<file path="src/gpk_pkg.sv">
// Summary of operation
// - The pull-up of port 0 pin 2 stays active whatever its pull-up disable bit holds.
// - Lock bits 23:16 only drive pinConfigLock; the parameter and control registers take writes whatever they hold.
// - Drive strength bits 15:8 go to the pad drivers, 0 for 2 mA and 1 for 4 mA.
// - Pull-up disable bits 7:0 drive the pad pull-up control, 1 disabling the pull-up.
// - Control bit 1 picks SPI (0) or I2C (1) for port 0 pins 0 to 3, only while bit 0 is 0.
// - Control bit 0 routes port 0 pins 0 to 3 to analog inputs when 1, and both bits reset to 0.
package gpk_pkg;

  // ----------------------------------------------------------------
  // Register byte addresses
  // ----------------------------------------------------------------
  localparam logic [31:0] ADDR_UNLOCK_FIRST  = 32'hFFFF0464;
  localparam logic [31:0] ADDR_ALT_FUNC_CTRL = 32'hFFFF0468;
  localparam logic [31:0] ADDR_UNLOCK_SECOND = 32'hFFFF046C;
  localparam logic [31:0] ADDR_PORT0_PARAM   = 32'hFFFF0D2C;
  localparam logic [31:0] ADDR_PORT1_PARAM   = 32'hFFFF0D3C;
  localparam logic [31:0] ADDR_PORT2_PARAM   = 32'hFFFF0D4C;

  // ----------------------------------------------------------------
  // Field layout and values
  // ----------------------------------------------------------------
  localparam int          LOCK_LSB       = 16;
  localparam int          DRIVE_LSB      = 8;
  localparam int          PULL_LSB       = 0;
  localparam int          PARAM_WIDTH    = 24;
  localparam int          ALT_WIDTH      = 2;
  localparam int          ANALOG_BIT     = 0;
  localparam int          SERIAL_BIT     = 1;
  localparam int          FIXED_PULL_PIN = 2;
  localparam logic [15:0] KEY_FIRST      = 16'h0007;
  localparam logic [15:0] KEY_SECOND     = 16'h0013;
  localparam logic [23:0] PARAM_RESET    = 24'h000000;
  localparam logic [1:0]  ALT_RESET      = 2'h0;

  typedef enum logic [1:0] {
    KEY_IDLE  = 2'b00,
    KEY_OPEN  = 2'b01,
    KEY_STAGE = 2'b11
  } gpk_key_e;

endpackage : gpk_pkg

</file>
<file path="src/gpk_pin_param.sv">
module gpk_pin_param (
  input  wire logic        sys_clk,
  input  wire logic        rst_n,
  input  wire logic        psel,
  input  wire logic        penable,
  input  wire logic        pwrite,
  input  wire logic [31:0] paddr,
  input  wire logic [31:0] pwdata,
  output logic [31:0]      prdata,
  output logic             pready,
  output logic             pslverr,
  output logic [23:0]      pinConfigLock,
  output logic [23:0]      driveStrengthSelect,
  output logic [23:0]      pullupDisable,
  output logic             analogInputSelect,
  output logic             spiSelect,
  output logic             i2cSelect
);

  logic [23:0] paramFf [3];
  logic [23:0] nxtParam [3];
  logic [31:0] rdataFf;
  logic [31:0] nxtRdata;
  logic        errFf;
  logic        nxtErr;
  logic        wrStb;
  logic        rdStb;
  logic [1:0]  altCtrl;

  function automatic logic [1:0] portIndex(input logic [31:0] addr);
    unique case (addr)
      gpk_pkg::ADDR_PORT0_PARAM: portIndex = 2'd0;
      gpk_pkg::ADDR_PORT1_PARAM: portIndex = 2'd1;
      gpk_pkg::ADDR_PORT2_PARAM: portIndex = 2'd2;
      default:                   portIndex = 2'd3;
    endcase
  endfunction : portIndex

  // ----------------------------------------------------------------
  // APB slave, one wait-free access phase
  // ----------------------------------------------------------------
  assign wrStb   = psel && !penable && pwrite;
  assign rdStb   = psel && !penable && !pwrite;
  assign pready  = 1'b1;
  assign prdata  = rdataFf;
  assign pslverr = errFf;

  always_comb begin
    for (int i = 0; i < 3; i++) begin
      nxtParam[i] = paramFf[i];
    end
    nxtRdata = rdataFf;
    nxtErr   = errFf;
    if (psel && !penable) begin
      nxtRdata = 32'h00000000;
      nxtErr   = 1'b0;
      if (portIndex(paddr) != 2'd3) begin
        if (wrStb) begin
          nxtParam[portIndex(paddr)] = pwdata[23:0];
        end else if (rdStb) begin
          nxtRdata = {8'h00, paramFf[portIndex(paddr)]};
        end
      end else if (paddr == gpk_pkg::ADDR_ALT_FUNC_CTRL) begin
        nxtRdata = {30'h00000000, altCtrl};
      end else if (paddr != gpk_pkg::ADDR_UNLOCK_FIRST &&
                   paddr != gpk_pkg::ADDR_UNLOCK_SECOND) begin
        nxtErr = 1'b1;
      end
    end
  end

  always_ff @(posedge sys_clk or negedge rst_n) begin
    if (!rst_n) begin
      for (int i = 0; i < 3; i++) begin
        paramFf[i] <= gpk_pkg::PARAM_RESET;
      end
      rdataFf <= 32'h00000000;
      errFf   <= 1'b0;
    end else begin
      for (int i = 0; i < 3; i++) begin
        paramFf[i] <= nxtParam[i];
      end
      rdataFf <= nxtRdata;
      errFf   <= nxtErr;
    end
  end

  gpk_key_seq u_key (
    .sys_clk (sys_clk),
    .rst_n   (rst_n),
    .wrStb   (wrStb),
    .wrAddr  (paddr),
    .wrData  (pwdata),
    .altCtrl (altCtrl)
  );

  // ----------------------------------------------------------------
  // Pad controls
  // ----------------------------------------------------------------
  always_comb begin
    for (int p = 0; p < 3; p++) begin
      pinConfigLock[p*8 +: 8]       = paramFf[p][gpk_pkg::LOCK_LSB +: 8];
      driveStrengthSelect[p*8 +: 8] = paramFf[p][gpk_pkg::DRIVE_LSB +: 8];
      pullupDisable[p*8 +: 8]       = paramFf[p][gpk_pkg::PULL_LSB +: 8];
    end
    pullupDisable[gpk_pkg::FIXED_PULL_PIN] = 1'b0;
  end

  assign analogInputSelect = altCtrl[gpk_pkg::ANALOG_BIT];
  assign i2cSelect = !altCtrl[gpk_pkg::ANALOG_BIT] && altCtrl[gpk_pkg::SERIAL_BIT];
  assign spiSelect = !altCtrl[gpk_pkg::ANALOG_BIT] && !altCtrl[gpk_pkg::SERIAL_BIT];

endmodule : gpk_pin_param

</file>
<file path="src/gpk_key_seq.sv">
module gpk_key_seq (
  input  wire logic       sys_clk,
  input  wire logic       rst_n,
  input  wire logic       wrStb,
  input  wire logic [31:0] wrAddr,
  input  wire logic [31:0] wrData,
  output logic [1:0]      altCtrl
);

  gpk_pkg::gpk_key_e stateFf;
  gpk_pkg::gpk_key_e nxtState;
  logic [1:0]        stageFf;
  logic [1:0]        nxtStage;
  logic [1:0]        altFf;
  logic [1:0]        nxtAlt;

  // ----------------------------------------------------------------
  // Unlock sequence: key, value, key on consecutive writes
  // ----------------------------------------------------------------
  always_comb begin
    nxtState = stateFf;
    nxtStage = stageFf;
    nxtAlt   = altFf;
    if (wrStb) begin
      nxtState = gpk_pkg::KEY_IDLE;
      unique case (stateFf)
        gpk_pkg::KEY_IDLE: ;
        gpk_pkg::KEY_OPEN: begin
          if (wrAddr == gpk_pkg::ADDR_ALT_FUNC_CTRL) begin
            nxtStage = wrData[1:0];
            nxtState = gpk_pkg::KEY_STAGE;
          end
        end
        gpk_pkg::KEY_STAGE: begin
          if (wrAddr == gpk_pkg::ADDR_UNLOCK_SECOND && wrData[15:0] == gpk_pkg::KEY_SECOND) begin
            nxtAlt = stageFf;
          end
        end
        default: ;
      endcase
      if (wrAddr == gpk_pkg::ADDR_UNLOCK_FIRST && wrData[15:0] == gpk_pkg::KEY_FIRST) begin
        nxtState = gpk_pkg::KEY_OPEN;
      end
    end
  end

  always_ff @(posedge sys_clk or negedge rst_n) begin
    if (!rst_n) begin
      stateFf <= gpk_pkg::KEY_IDLE;
      stageFf <= gpk_pkg::ALT_RESET;
      altFf   <= gpk_pkg::ALT_RESET;
    end else begin
      stateFf <= nxtState;
      stageFf <= nxtStage;
      altFf   <= nxtAlt;
    end
  end

  assign altCtrl = altFf;

endmodule : gpk_key_seq

</file>
<file path="config.mk">
export PLATFORM = sky130hd
export DESIGN_NAME = gpk_pin_param
export DESIGN_NICKNAME = d
export VERILOG_FILES = /design/src/gpk_pkg.sv /design/src/gpk_pin_param.sv /design/src/gpk_key_seq.sv
export SDC_FILE = /design/constraint.sdc
export NUM_CORES = 1
export LEC_CHECK = 0
export ABC_AREA = 1
export BUFFER_PORTS_ARGS = -buffer_cell sky130_fd_sc_hd__buf_2
export CAP_MARGIN = 5
export CORE_ASPECT_RATIO = 1.25
export CORE_MARGIN = 1.5
export CORE_UTILIZATION = 40
export CTS_CLUSTER_DIAMETER = 100
export CTS_CLUSTER_SIZE = 40
export DETAILED_ROUTE_END_ITERATION = 6
export HOLD_SLACK_MARGIN = 0.1
export PLACE_DENSITY = 0.67
export SLEW_MARGIN = 20
export SYNTH_ARGS = -nofsm -noshare
export SYNTH_HDL_FRONTEND = slang
export SYNTH_SLANG_ARGS = --single-unit
</file>
<file path="constraint.sdc">
create_clock -name sys_clk -period 1.1 [get_ports sys_clk]
set_input_delay 0.22 -clock sys_clk [delete_from_list [all_inputs] [get_ports sys_clk]]
set_output_delay 0.22 -clock sys_clk [all_outputs]
set_load 0.005 [all_outputs]
</file>
# Yosys cells after proc, flatten, opt, wreduce, memory -nomap -nowiden
# Index checks and enable logic that the tools add are counted.
# W data, S select, Z words.
# word_totals
inputBits	69
out_inout_bits	109
register_bits	111
# op_classes
mux	25
n_reduce_logical	16
order_cmp	3
eq_ne	13
bitwise_logic	2
# op_table
cell	count
$eq A32 B32 Y1 const B	6
$mux W24	5
$bwmux W72	1
$ne A32 B32 Y1 const B	2
$bmux W24 S2	1
$demux W24 S2	1
$mux W32	1
$mux W2	12
$eq A16 B3 Y1 const B	1
$eq A16 B5 Y1 const B	1
$logic_and A1 B1 Y1	9
$reduce_and A3 Y1	3
$ge A3 B3 Y1 const B	2
$not A2 Y3	2
$pmux W2 S3	1
$logic_not A1 Y1	4
$lt A3 B1 Y1 const B	1
$mux W1	3
$eq A2 B1 Y1 const B	1
$eq A2 B2 Y1 const B	1
$ne A2 B2 Y1 const B	1

# Logic depth before layout (Yosys ltp)
# Gate-level depths: netlist of the first run.
# logic_depth
word_depth	14
depth_mapped	13

# Modules after synthesis
# A second synthesis of the first run with hierarchy kept.
# unflattened
hier_cells	736
hier_area_um2	5724.2
# by_module_without_submodules
mod	cells_per_inst	n_inst	area_per_inst_um2
gpk_pin_param	639	1	5166.2
gpk_key_seq	97	1	558.0

# Least setup slack after synthesis of the first run
# OpenSTA, ideal clock, no wires.
# synth_timing
path_type	input-to-reg
from	input paddr[15]
to	register paramFf, in the netlist pinConfigLock[10]
cell_stages	10
setup_slack_ps	-399
arrival_ps	1368
required_time_ps	970
cell_sequence	nor2_1 > nand2_2 > nor2_8 > nand2_4 > nor2_8 > nand2_1 > buf_2 > buf_4 > nand2_1 > o21ai_1
# synth_via
elab_chain_cells	11
word_cells_on_any_way	17
cone_classes	order compare: 2; eq/ne: 4; mux: 8; bitwise: 1; reduce/logical: 2
# synth_rtl
element	line	rtl
start: declaration	gpk_pin_param.sv:7	input wire logic [31:0] paddr,
$eq A32 B32 Y1	gpk_pin_param.sv:31	unique case (addr)
$pmux W2 S3 *	gpk_pin_param.sv:31	
$mux W2	gpk_pin_param.sv:58	if (wrStb) begin
$mux W2	gpk_pin_param.sv:57	if (portIndex(paddr) != 2'd3) begin
$mux W2	gpk_pin_param.sv:54	if (psel && !penable) begin
$not A2 Y3 (implied by the code)	gpk_pin_param.sv:59	nxtParam[portIndex(paddr)] = pwdata[23:0];
$ge A3 B3 Y1 (implied by the code) / $lt A3 B1 Y1 (equally long branches)	gpk_pin_param.sv:59	
$logic_and A1 B1 Y1 (implied by the code)	gpk_pin_param.sv:59	
$mux W24 (implied by the code)	gpk_pin_param.sv:59	
$demux W24 S2	gpk_pin_param.sv:59	
$bwmux W72	gpk_pin_param.sv:59	
end signal: indexed assignment	gpk_pin_param.sv:75	paramFf[i] <= gpk_pkg::PARAM_RESET;
end signal: indexed assignment	gpk_pin_param.sv:81	paramFf[i] <= nxtParam[i];
end: declaration	gpk_pin_param.sv:20	logic [23:0] paramFf [3];
# Every way passes the cells marked *; elsewhere a longest branch is shown, timed or not. The select of a mux whose other input is x is not followed.
# A chain may end at the register's enable or synchronous reset.

# Worst setup path after layout of the first run
# layout_timing
from	input paddr[22]
to	register rdataFf[7] (netlist: prdata[7])
# layout_via
elab_chain_cells	13
word_cells_on_any_way	17
cone_classes	eq/ne: 4; mux: 12; bitwise: 1
# layout_rtl
element	line	rtl
$eq A32 B32 Y1	gpk_pin_param.sv:31	
$pmux W2 S3 *	gpk_pin_param.sv:31	
$mux W2	gpk_pin_param.sv:60	end else if (rdStb) begin
$mux W2	gpk_pin_param.sv:58	
$mux W2	gpk_pin_param.sv:57	
$mux W2	gpk_pin_param.sv:54	
$not A2 Y3 (implied by the code)	gpk_pin_param.sv:61	nxtRdata = {8'h00, paramFf[portIndex(paddr)]};
$bmux W24 S2	gpk_pin_param.sv:61	
$mux W24 (implied by the code) (2 in a row)	gpk_pin_param.sv:61	
$mux W24	gpk_pin_param.sv:60	
$mux W24	gpk_pin_param.sv:58	
$mux W32 *	gpk_pin_param.sv:57	
end signal: assignment	gpk_pin_param.sv:83	rdataFf <= nxtRdata;
end: declaration	gpk_pin_param.sv:22	logic [31:0] rdataFf;
# Marks and branches as above.

==> results of run 1 <==
## routing by layer
metal / part of all wire / up-vias / wire (um) / global-route usage
met5: 0 / - / 0 / 0
met4: 0.034 / 0 / 625 / 0.0848
met3: 0.062 / 48 / 1140 / 0.0457
met2: 0.52 / 234 / 9640 / 0.404
met1: 0.38 / 2693 / 7010 / 0.270
li1: - / 2614 / - / -
## power groups by stage
stage	Combinational (mW)	Sequential [mW]	Clock, mW
2_1_floorplan	0.168	3.88	0
3_3_place_gp	0.485	3.88	0
3_5_place_dp	0.491	3.88	0
4_1_cts	0.525	3.81	3.50
5_1_grt	0.650	3.81	3.66
6_report	0.586	3.81	3.49
## synth_stat cells (2+ instances only)
cell type | n | area share
sky130_fd_sc_hd__conb_1 | 2 | 0.0013
sky130_fd_sc_hd__nor4_1 | 2 | 0.0022
sky130_fd_sc_hd__nor2_4 | 3 | 0.0060
sky130_fd_sc_hd__clkbuf_1 | 9 | 0.0060
sky130_fd_sc_hd__nand3_1 | 2 | 0.0018
sky130_fd_sc_hd__o21ai_2 | 4 | 0.0062
sky130_fd_sc_hd__nand2_1 | 179 | 0.12
sky130_fd_sc_hd__nand2_2 | 6 | 0.0067
sky130_fd_sc_hd__buf_6 | 10 | 0.020
sky130_fd_sc_hd__o21ai_0 | 45 | 0.040
sky130_fd_sc_hd__nand4_1 | 14 | 0.016
sky130_fd_sc_hd__a21oi_1 | 2 | 0.0018
sky130_fd_sc_hd__buf_4 | 84 | 0.11
sky130_fd_sc_hd__inv_1 | 54 | 0.036
sky130_fd_sc_hd__o31ai_1 | 22 | 0.029
sky130_fd_sc_hd__o21ai_1 | 54 | 0.048
sky130_fd_sc_hd__nor2_8 | 2 | 0.0071
sky130_fd_sc_hd__nor2_2 | 5 | 0.0056
sky130_fd_sc_hd__buf_2 | 7 | 0.0062
sky130_fd_sc_hd__dfrtp_1 | 103 | 0.46
sky130_fd_sc_hd__nor2_1 | 74 | 0.049
sky130_fd_sc_hd__nand2_4 | 2 | 0.0040
## logic make-up (layout without fill, tap and decap cells)
kind of cell	after synthesis	after routing	synth area share
and+or+nand+nor	294	294	0.224
buffers and inverters	165	398	0.181
AOI/OAI and AO/OA	130	130	0.134
DFF	103	103	0.459
other	2	10	0.00134
## final timing paths
path,startpoint,cells past startpoint,end
max,paddr[22],13,prdata[7]$_DFFE_PN0P_
min,pwdata[16],3,pinConfigLock[16]$_DFFE_PN0P_
max reg2reg,pullupDisable[1]$_DFFE_PN0P_,7,prdata[1]$_DFFE_PN0P_
min reg2reg,prdata[18]$_DFFE_PN0P_,2,prdata[18]$_DFFE_PN0P_
max in group asynchronous,rst_n,3,prdata[23]$_DFFE_PN0P_
min in group asynchronous,rst_n,3,u_key.stageFf[1]$_DFFE_PN0P_
## cells in the final DEF (no fill, tap or decap), drive strengths merged, types with 2 or more instances in the layout
cell and n:
nand4 14, inv 57, dfrtp 103, nor2 84
bufinv 2, a21oi 2, clkinv 2, clkbuf 15
o21ai 104, buf 319, conb 10, o31ai 22
nor4 2, nand3 3, nand2 187
## final cells by class
class,count,area (um2)
Fill cell,1090,4880
Timing Repair Buffer,327,2680
Clock inverter,7,95.1
Tap cell,175,219
Multi-Input combinational cell,434,2850
Inverter,55,224
Clock buffer,9,225
Sequential cell,103,2580
## critical path, stage by stage
cell                      delay (ps)
sky130_fd_sc_hd__buf_2           100
sky130_fd_sc_hd__nand2_2          50
sky130_fd_sc_hd__inv_2            60
sky130_fd_sc_hd__nand2_4          50
sky130_fd_sc_hd__nor2_4          120
sky130_fd_sc_hd__nand2_4          90
sky130_fd_sc_hd__buf_12          140
sky130_fd_sc_hd__nor2_8          150
sky130_fd_sc_hd__o21ai_4         140
sky130_fd_sc_hd__buf_12          170
sky130_fd_sc_hd__o31ai_4         280
sky130_fd_sc_hd__nand2_1          80
sky130_fd_sc_hd__nand2_1          50
## stage by stage
stage | std cells | area (um2) | worst slack (ps)
2_1_floorplan | 702 | 5740 | -363
3_3_place_gp | 979 | 6460 | -589
3_5_place_dp | 979 | 6460 | -642
4_1_cts | 1088 | 7940 | -238
5_1_grt | 1110 | 8870 | -385
6_report | 1110 | 8870 | -325
## repair_timing
item	CTS	global route
endpoints found under the hold margin	103	0
cloned	7	7
pin swaps	10	49
hold buffers	1	0
gates resized for setup	94	169
setup buffers	85	21
setup endpoints to repair	190	185
## state kept, by name (all words and copies together), names as in the netlist
| name | count |
|---|---|
| prdata | 24 |
| u_key.stateFf | 2 |
| paramFf | 1 |
| pullupDisable | 23 |
| pslverr | 1 |
| u_key.altCtrl | 2 |
| driveStrengthSelect | 24 |
| u_key.stageFf | 2 |
| pinConfigLock | 24 |
==> impl.org, run 1 <==
** Clock network
- Number of CTS-inserted buffers :: 9
- Clock-pin slew reported for the worst setup and hold paths after clock tree synthesis :: 70 ps
- Clock tree from TritonCTS :: done
- The clock net in this run drives a total of 103 sinks.
- Clock root buffer :: sky130_fd_sc_hd__clkbuf_16
- The clock tree synthesis step divided the H-tree into 3 levels.
- The clock passes through at most 2 buffers.
- Source-to-sink clock delay at the later pin of the worst-skew pair :: 350 ps

** Run status
- Violations in the final reports :: setup timing
- Status :: complete, but fails checks

** Place
- Routability-driven placement congestion ratio :: 0.832
- Placed wire-length estimate :: 10,500 um
- I/O Buffers :: 159

** STA
- Final clock skew :: 5.52 ps
- Total negative setup slack :: -21,900 ps
- RSZ-0062 raised after global routing :: true
- Post-route fraction of the period consumed by the critical path :: 1.30
- In the post-route analysis, the smallest setup slack over all paths is -325 ps.
- Based on the critical path, the design can be clocked at up to 702 MHz.
- Hold_ws :: 156 ps
- Min cycle time layout :: 1430 ps
- Setup violations remaining at the end of the flow were counted as 127.
- Count of final hold-check violations :: 0
- Max-slew violations :: 0

** Global route
- Overall global routing resource usage :: 0.229
- Initial antenna violation count :: 0
- Overflow left after global routing :: 0
- Number of global-route vias before repair :: 5,376
- Wire length of the first global-routing pass :: 25,800 um
- Entering global routing, the biggest net connects 53 pins.

** Route
- Vias post-DR :: 5,589
- In this run, the number of DRC markers left after iteration 0 of detailed routing was 262.
- The count of nets left with antenna violations once routing finished came out at 0.
- Detailed-route DRC error count :: 0
- Dividing the detail-routed wire length by the instance count gives 16.6 um.
- Avg Vias per Cell :: 5.04
- The routed design has 18,400 um of wire.
- Number of optimization iterations in the first detailed-route pass :: 5

** Power
- In this run the power density over the cells is 889 mW/mm2.
- Of the total power, registers draw 0.483.
- Tot Pwr :: 7.89 mW
- Switching part of the total :: 0.233
- Cell internal power was estimated by the tool at 6.05 mW.
- Summed over all cells, the static leakage comes to 4.82 nW.
- For this design the total switching power over the nets is 1.84 mW.
- The share of total power dissipated in combinational logic is 0.074.
- Max IR drop VDD :: 0.658 mV
- The share of total power dissipated in the clock network is 0.443.

** Critical path
- For the worst setup path, the data required time is 1390 ps.
- For flop-to-flop paths, the worst setup slack is 30 ps.
- Worst Path Arrival :: 1710 ps
- Critical path endpoint category :: register
- Critical path fanouts, max :: 6
- Setup crit start kind :: input pin
- The worst setup path is of the input pin to register kind.

** Yosys
- Synth async-reset ratio :: 1.00
- Post-Synthesis Cells :: 694
- Cell area after synthesis :: 0.00561 mm2
- Counting flops with a built-in enable in the synthesized netlist gives 0.
- In this run, synthesis produced a sequential element count of 103.
- Each instance of the synthesized netlist takes up on average 8.09 um2.
- Number of warnings printed during yosys synthesis :: 0
- For this run, the leading register cell type out of synthesis is sky130_fd_sc_hd__dfrtp_1.
- Post-synthesis cell type count :: 31
- Of the synthesized area, sequential elements account for 0.459.

** Cells and area
- Fraction of the core area covered by cells at the end of the flow :: 0.645
- Fraction of layout instances using a drive strength above 1 :: 0.561
- Growth of design area from synthesis to finish :: 58.0%
- Layout net count :: 999
- Diode count :: 0

** Floorplan
- During I/O placement, the number of pins put on the boundary was 178.
- From bottom edge to top edge, the die measures 135 um.
- Core Footprint :: 0.0138 mm2
- Measured along the x axis, the die boundary spans 109 um.
- Starting density of the core :: 0.408
- The floorplan step defined a die boundary enclosing 0.0148 mm2.
- Count of standard-cell rows :: 48

** Flow run
- The tool flagged a number of max-cap violations equal to 0.

** Hold path
- The tightest min-delay check is of the input pin to register type.
No activity file was read; power rests on OpenSTA's default activity.
==> run 2: changes to the inputs <==
--- a/config.mk
+++ b/config.mk
@@ -8,14 +8,14 @@
 export ABC_AREA = 1
 export BUFFER_PORTS_ARGS = -buffer_cell sky130_fd_sc_hd__buf_2
 export CAP_MARGIN = 5
-export CORE_ASPECT_RATIO = 1.25
+export CORE_ASPECT_RATIO = 1.2
 export CORE_MARGIN = 1.5
 export CORE_UTILIZATION = 40
 export CTS_CLUSTER_DIAMETER = 100
 export CTS_CLUSTER_SIZE = 40
 export DETAILED_ROUTE_END_ITERATION = 6
 export HOLD_SLACK_MARGIN = 0.1
-export PLACE_DENSITY = 0.67
+export PLACE_DENSITY = 0.64
 export SLEW_MARGIN = 20
 export SYNTH_ARGS = -nofsm -noshare
 export SYNTH_HDL_FRONTEND = slang
==> constraint.sdc (replaced) <==
create_clock -name sys_clk -period 1.8 [get_ports sys_clk]
set_input_delay 0.36 -clock sys_clk [delete_from_list [all_inputs] [get_ports sys_clk]]
set_output_delay 0.36 -clock sys_clk [all_outputs]
set_load 0.005 [all_outputs]
==> run 2 against run 1 <==
Compared with the run above:
- the run now ends clean
- via count decreased by 16%
- worst setup slack better by 600 ps
- critical path type unchanged
- core utilization down 17 points
- critical endpoint is now prdata[11]$_DFFE_PN0P_
- sequential share of layout area increased by 11 points
- wire length decreased by 23%
- cell count down 13%
==> impl.org, run 2 (same netlist as run 1, synthesis figures left out) <==
** Global route
- The initial antenna violation count came to 0.
- Met2 capacity usage during global routing :: 0.327
- Grt peak-use layer :: met2
- The first global-routing pass estimated 22,800 um of wire.
- Overflow left after global routing :: 0
- Overall global routing resource usage :: 0.195
- The number of global-route vias before repair came to 4,389.
- Fraction of met1 tracks used by global routing :: 0.255
- For this run, global-route usage on met3 was measured as 0.0408.
- Maximum number of pins on one net before global-route repair :: 58

** Floorplan
- Measured along the y axis, the die boundary spans 133 um.
- For this configuration, the core starts out at a cell density of 0.408.
- After floorplanning, the core was divided into 47 placement rows.
- Overall die area :: 0.0148 mm2
- Number of top-level pins :: 178
- The die is 111 um wide.
- Core Footprint :: 0.0138 mm2

** STA
- For the finished layout, the period the worst path requires is 1530 ps.
- Setup-violating endpoint count in the final report :: 0
- RSZ-0062 raised after global routing :: false
- Hold_ws :: 290 ps
- FMAX :: 655 MHz
- In the finished design, the share of the clock period the worst path needs comes to 0.849.
- The number of hold violations in the final report was 0.
- Total negative setup slack :: 0 ps
- On the final layout, the worst clock skew is 4.38 ps.
- Max-slew violations :: 0

** Route
- Wires add up to 14,100 um.
- Using the TritonRoute via totals, the vias-per-cell ratio works out to 4.83.
- The pre-antenna-repair detailed-routing pass consisted of 4 iterations.
- Dividing the detail-routed wire length by the instance count gives 14.6 um.
- DRC violation total after the first TritonRoute iteration :: 331
- For this run, design rule violations remaining after detail routing come to 0.
- Vias post-DR :: 4,677
- Once detail routing completed, the nets flagged for antenna violations numbered 0.

** Clock network
- TritonCTS built the clock tree.
- Clock tree synthesis found a total of 103 sinks.
- TritonCTS created 9 clock buffers.
- Clock-pin slew reported for the worst setup and hold paths after clock tree synthesis :: 70 ps
- Source-to-sink clock delay at the later pin of the worst-skew pair :: 340 ps
- Maximum level of the CTS H-tree :: 3
- Clock tree synthesis selected as its root buffer the cell sky130_fd_sc_hd__clkbuf_16.
- Max Root-Sink Buffers :: 2
- In this run, post-CTS repair resized a total of 0 instances.

** Critical path
- Critical path fanouts, max :: 14
- The worst setup path is captured at a register.
- Max stage delay cell, worst path :: sky130_fd_sc_hd__o31ai_1
- In this run the worst setup path begins at paddr[13].
- The worst setup path is launched from an input pin.
- The number of buffers and inverters on the critical path is 2.
- The kind of cell with the highest combined delay along the critical path is simple AND/OR/NAND/NOR gates.
- Origin of the critical flop-to-flop path :: u_key.stateFf[0]$_DFFE_PN0P_
- At the worst endpoint, the required time is 2080 ps.
- Walking the worst path, the cells encountered are buf_2 > nor2_1 > nand2_2 > nor2_8 > nand2_2 > nor2_2 > o21ai_4 > buf_12 > o31ai_1 > nand2_1 > nand2_1.
- STA puts the critical path data arrival time at 1810 ps.
- Worst Path Class, Setup :: input pin to register
- In this design, the stage delay of the slowest critical-path cell is 240 ps.

** Place
- The count of buffers added on input and output ports is 159.
- Routability-driven placement finished with a final weighted congestion of 0.787.
- Placed wire-length estimate :: 10,400 um

** Cells and area
- Top library cells by usage in the layout, fill and taps aside :: sky130_fd_sc_hd__nand2_1 (177), sky130_fd_sc_hd__buf_2 (158), sky130_fd_sc_hd__dfrtp_1 (103)
- The number of antenna diodes in the final layout is 0.
- The library cell used most frequently in the layout, excluding fill and tap cells, is sky130_fd_sc_hd__nand2_1.
- In the final layout, the share of cells above drive strength 1 is 0.293.
- FILL cells :: 1,399
- Layout net count :: 862
- Growth of design area from synthesis to finish :: 15.3%
- Fraction of the core area covered by cells at the end of the flow :: 0.470
- Multi-input logic area :: 0.00205 mm2
- In the final layout, flip-flops and latches occupy 0.00258 mm2.

** Power
- For this design the ratio of total power to cell area is 693 mW/mm2.
- The design draws 4.49 mW.
- The worst-case IR drop observed on VDD is 0.385 mV.
- Leakage power figure :: 3.65 nW

** Hold path
- The startpoint identified for the worst hold timing path is pwdata[1].
- The tightest min-delay check is of the input pin to register type.

** Run status
- The flow ran to the end, and the final reports show no timing, DRC or antenna violations.

** Flow run
- Max-cap violations in this run came to 0.
==> run 2: worst paths after layout <==
path                            slack, ps                      endpoint  cells after the start
worst max-delay path                  270        prdata[11]$_DFFE_PN0P_                     11
min in group asynchronous             430  pinConfigLock[4]$_DFFE_PN0P_                      2
max in group asynchronous             690  u_key.altCtrl[0]$_DFFE_PN0P_                      3
worst min-delay path                  290  u_key.stageFf[1]$_DFFE_PN0P_                      3
worst min register to register        500       paramFf[50]$_DFFE_PN0P_                      2
worst max register to register        640  u_key.altCtrl[0]$_DFFE_PN0P_                      5
==> run 2: metrics by stage <==
stage | area [um2] | instances | setup slack [ps]
after floorplan | 5640 | 702 | 161
after global placement | 6170 | 952 | -49.9
after detailed placement | 6170 | 952 | -86.7
after CTS | 6470 | 969 | 276
after global routing | 6470 | 969 | 123
final | 6470 | 969 | 273
==> run 2: what timing repair did <==
item,4_1_cts,5_1_grt
hold buffers,1,0
endpoints found under the setup margin,0,0
buffers inserted,0,0
hold endpoints to repair,16,0
==> run 2: layout make-up <==
cell class | count | share of cell area
clock inverter | 7 | 0.00986
multi-input combinational | 434 | 0.317
clock buffer | 9 | 0.0348
inverter | 55 | 0.0319
timing repair buffer | 190 | 0.175
tap | 171 | 0.0330
sequential | 103 | 0.398
==> run 2: power breakdown <==
part | internal (mW) | switching, mW
combinational | 0.0862 | 0.164
sequential | 2.32 | 0.00529
clock | 1.07 | 0.844
==> run 2: per-layer routing <==
layer / wire, um / share of wire
met2: 6940 / 0.49
met3: 728 / 0.052
met1: 6310 / 0.45
met4: 159 / 0.011
met5: 0 / 0
==> run 2: tightest hold or removal path, cell delays in order <==
cell and delay [ps]:
sky130_fd_sc_hd__buf_2 120, sky130_fd_sc_hd__nand2_1 50, sky130_fd_sc_hd__o21ai_0 60
==> run 3: changes to the inputs <==
--- a/config.mk
+++ b/config.mk
@@ -5,7 +5,7 @@
 export SDC_FILE = /design/constraint.sdc
 export NUM_CORES = 1
 export LEC_CHECK = 0
-export ABC_AREA = 1
+export ABC_AREA = 0
 export BUFFER_PORTS_ARGS = -buffer_cell sky130_fd_sc_hd__buf_2
 export CAP_MARGIN = 5
 export CORE_ASPECT_RATIO = 1.2
@@ -15,7 +15,7 @@
 export CTS_CLUSTER_SIZE = 40
 export DETAILED_ROUTE_END_ITERATION = 6
 export HOLD_SLACK_MARGIN = 0.1
-export PLACE_DENSITY = 0.64
+export PLACE_DENSITY = 0.65
 export SLEW_MARGIN = 20
 export SYNTH_ARGS = -nofsm -noshare
 export SYNTH_HDL_FRONTEND = slang
==> constraint.sdc (replaced) <==
create_clock -name sys_clk -period 1.45 [get_ports sys_clk]
set_input_delay 0.29 -clock sys_clk [delete_from_list [all_inputs] [get_ports sys_clk]]
set_output_delay 0.29 -clock sys_clk [all_outputs]
set_load 0.005 [all_outputs]
==> run 3 against run 2 <==
Compared with the run above:
- the flow now finishes with violations (setup timing)
- critical path depth fell by 4
- die area fell by 5.5%
- sequential cell count did not move
- cell count fell by 21%
- sequential power rose by 23%
- register-to-register slack got worse by 560 ps
- combinational power rose by 64%
- clock skew rose by 3.6 ps
- non-clock buffer count rose by 28
- clock power rose by 36%
==> impl.org, run 3 <==
** Floorplan
- Number of top-level pins :: 178
- After floorplanning, the core was sized to cover 0.0128 mm2.
- Row generation in the floorplan step produced 45 rows.
- Die Ht :: 129 um
- Starting density of the core :: 0.415
- The die covers 0.0139 mm2.
- Measured along the x axis, the die boundary spans 108 um.

** Hold path
- Worst hold path cell count :: 2
- The worst hold path terminates at pinConfigLock[21]$_DFFE_PN0P_.
- The worst hold path belongs to the class input pin to register.
- Startpoint of the worst hold path :: pwdata[21]

** Cells and area
- Layout net count :: 666
- The library cell used most frequently in the layout, excluding fill and tap cells, is sky130_fd_sc_hd__buf_2.
- Diode count :: 0
- Fraction of layout instances using a drive strength above 1 :: 0.594
- Relative to the synthesized area, the layout overhead comes to 27.8%.
- Fraction of the core area covered by cells at the end of the flow :: 0.530
- Top library cells by usage in the layout, fill and taps aside :: sky130_fd_sc_hd__buf_2 (152), sky130_fd_sc_hd__dfrtp_1 (103), sky130_fd_sc_hd__mux2_2 (70)

** Clock network
- Clock root buffer :: sky130_fd_sc_hd__clkbuf_16
- Clock tree synthesis found a total of 103 sinks.
- Clock-pin slew reported for the worst setup and hold paths after clock tree synthesis :: 70 ps
- Source-to-sink clock delay at the later pin of the worst-skew pair :: 340 ps
- The H-tree generated during clock tree synthesis spans 3 levels.
- Max Root-Sink Buffers :: 2
- Number of CTS-inserted buffers :: 9
- TritonCTS built the clock tree.

** Global route
- Overflow left after global routing :: 0
- Wire length of the first global-routing pass :: 21,400 um
- Overall global routing resource usage :: 0.204
- The number of global-route vias before repair is 3,949.
- Initial antenna violation count :: 0
- Entering global routing, the biggest net connects 31 pins.

** Place
- Detailed placement ended at an HPWL of 9680 um.
- The count of buffers added on input and output ports is 159.
- Routability-driven placement congestion ratio :: 0.808
- Placement-stage worst setup slack :: -793 ps

** Route
- In this run, the number of DRC markers left after iteration 0 of detailed routing was 110.
- In the final routed layout, each cell accounts on average for 18.1 um.
- Highest routed layer :: met4
- In the detailed route, the total length drawn on met3 is 791 um.
- Across all layers, the routed design uses 3,956 vias.
- For this run, design rule violations remaining after detail routing come to 0.
- Met1 wire length :: 5750 um
- Number of optimization iterations in the first detailed-route pass :: 4
- Avg Vias per Cell :: 5.17
- Wire length on met2 :: 7180 um
- The count of nets left with antenna violations once routing finished came out at 0.
- Drt total wl :: 13,800 um

** STA
- Count of final hold-check violations :: 0
- Clock skew on the completed layout was measured at 8.02 ps.
- Min cycle time layout :: 1820 ps
- Static timing analysis puts the maximum clock frequency at 550 MHz.
- RSZ-0062 raised after global routing :: true
- Setup violations remaining at the end of the flow were counted as 102.
- Max-slew violations :: 0
- Of the available clock period, the critical path in the final layout requires 1.25.
- Across all setup checks in the final design, the least slack found is -369 ps.

** Power
- IR analysis of the VDD net gives a maximum drop of 0.580 mV.
- Switching part of the total :: 0.217
- Portion of total power attributed to combinational logic :: 0.070
- The share of total power dissipated in the clock network is 0.441.
- The analysis attributes to cell leakage a power of 3.65 nW.
- The share of total power dissipated in sequential elements is 0.489.
- Power Internal :: 4.60 mW
- Power density over the cells :: 867 mW/mm2
- Sw power :: 1.27 mW

** Yosys
- Of the total synthesized cell area, the portion taken by AND, OR, NAND and NOR gates is 0.115.
- Fraction of the mapped netlist area in adder cells :: 0
- Post-synth top area share :: 0.486
- Most frequently used cell type in the post-synthesis netlist :: sky130_fd_sc_hd__dfrtp_1
- Synth top area cells :: sky130_fd_sc_hd__dfrtp_1 (49%), sky130_fd_sc_hd__mux2_2 (15%), sky130_fd_sc_hd__buf_4 (11%)
- The post-synthesis compound-gate area fraction is 0.0911.
- Post-synthesis cell type count :: 48
- Counting every instance in the synthesized netlist gives 464.
- Yosys printed 0 warnings.
- Count of flip-flops with a built-in enable after synthesis :: 0
- Synth async-reset ratio :: 1.00
- Sequential fraction of the synthesis area :: 0.486
- Combinational family with the most area after synthesis :: multiplexers
- Synth Area per Inst :: 11.4 um2
- Cell area after synthesis :: 0.00530 mm2
- After synthesis, the share of cell area in mux cells is 0.163.
- Most frequent cells after synthesis :: sky130_fd_sc_hd__dfrtp_1 (103), sky130_fd_sc_hd__buf_4 (81), sky130_fd_sc_hd__mux2_2 (71)
- Flip-flop and latch count after synthesis :: 103
- Of the total synthesized cell area, the portion taken by XOR and XNOR cells is 0.
- Most used flip-flop cell after synthesis :: sky130_fd_sc_hd__dfrtp_1
- The biggest area contributor in the post-synthesis netlist is sky130_fd_sc_hd__dfrtp_1.

** Critical path
- The worst register-to-register path ends at u_key.altCtrl[0]$_DFFE_PN0P_.
- In this run the critical register-to-register path is launched from u_key.stateFf[0]$_DFFE_PN0P_.
- Measured in cells, the most critical reg-to-reg path has a length of 3.
- Of all nets on the critical path, the largest fanout is 2.
- Required time at the endpoint of the critical path :: 1670 ps
- Worst Path Arrival :: 2040 ps
- The worst setup path is launched from an input pin.
- Worst Path Class, Setup :: input pin to register
- Reg-to-reg slack, setup :: 80 ps
- The worst setup path is captured at a register.

** Flow run
- Total of max-cap violations :: 0

** Run status
- Status :: complete, but fails checks
- The final reports fail on setup timing.
[run 3: cell count changes after synthesis, sizes merged, moves of 11 or more]
cell	change
o21ai	-80
a22oi	+24
mux2	+76
buf	-11
inv	-54
nor2	-53
nand2	-162
o31ai	-20
a21oi	+23
[run 3: metal layers]
| metal | GRT usage | vias up |
|---|---|---|
| li1 | - | 1818 |
| met3 | 0.0503 | 6 |
| met2 | 0.358 | 127 |
| met1 | 0.255 | 2005 |
| met4 | 0.0433 | 0 |
| met5 | 0 | - |
[run 3: through the flow]
stage | power (mW) | setup TNS (ps) | cell area, um2 | instances | hold slack, ps
final | 5.88 | -22290 | 6770 | 765 | 207
after global routing | 6.10 | -26240 | 6770 | 765 | 202
after CTS | 5.93 | -20690 | 6640 | 762 | 194
after detailed placement | 3.31 | -57340 | 6100 | 739 | 248
after global placement | 3.30 | -55270 | 6100 | 739 | 241
after floorplan | 3.04 | -45040 | 5360 | 472 | -5.59
[run 3: area by class of cell]
class / count / area [um2]
Multi-Input combinational cell: 264 / 2210
Timing Repair Buffer: 218 / 1460
Tap cell: 164 / 205
Inverter: 1 / 3.75
Clock buffer: 11 / 243
Clock inverter: 4 / 77.6
Sequential cell: 103 / 2580
Fill cell: 1114 / 6010
[run 3: kinds of logic after synthesis]
kind of cell / after synthesis
mux: 76
flops: 103
other cells: 2
buf+inv: 105
simple gates: 98
compound gates: 80
[run 3: worst max path at each step]
stage,cells after the start,to,from
floorplan,5,u_key.altCtrl[0]$_DFFE_PN0P_,paddr[12]
global placement,7,u_key.altCtrl[0]$_DFFE_PN0P_,pwdata[9]
detailed placement,7,u_key.altCtrl[0]$_DFFE_PN0P_,pwdata[9]
CTS,7,u_key.altCtrl[0]$_DFFE_PN0P_,pwdata[9]
global route,7,u_key.altCtrl[1]$_DFFE_PN0P_,pwdata[9]
finish,7,u_key.altCtrl[0]$_DFFE_PN0P_,pwdata[9]
[run 3: critical path, cell delays in order]
cell                      delay (ps)
sky130_fd_sc_hd__buf_8            90
sky130_fd_sc_hd__or4_4           530
sky130_fd_sc_hd__nor4_4          140
sky130_fd_sc_hd__buf_4           170
sky130_fd_sc_hd__nand4_4         100
sky130_fd_sc_hd__or3_4           400
sky130_fd_sc_hd__mux2_4          300
[run 3: timing repair]
action	in CTS	in global routing
setup buffers	3	3
hold buffers	1	0
gates cloned	4	0
pin swaps	30	5
endpoints found under the setup margin	102	102
hold endpoints to repair	21	0
resized for setup	56	22
[run 3: power groups by stage]
| stage | logic [mW] | registers [mW] | clock network, mW |
|---|---|---|---|
| after floorplan | 0.114 | 2.93 | 0 |
| after CTS | 0.402 | 2.87 | 2.66 |
| final | 0.412 | 2.87 | 2.59 |
| after global placement | 0.374 | 2.93 | 0 |
| after global routing | 0.453 | 2.87 | 2.78 |
| after detailed placement | 0.385 | 2.93 | 0 |
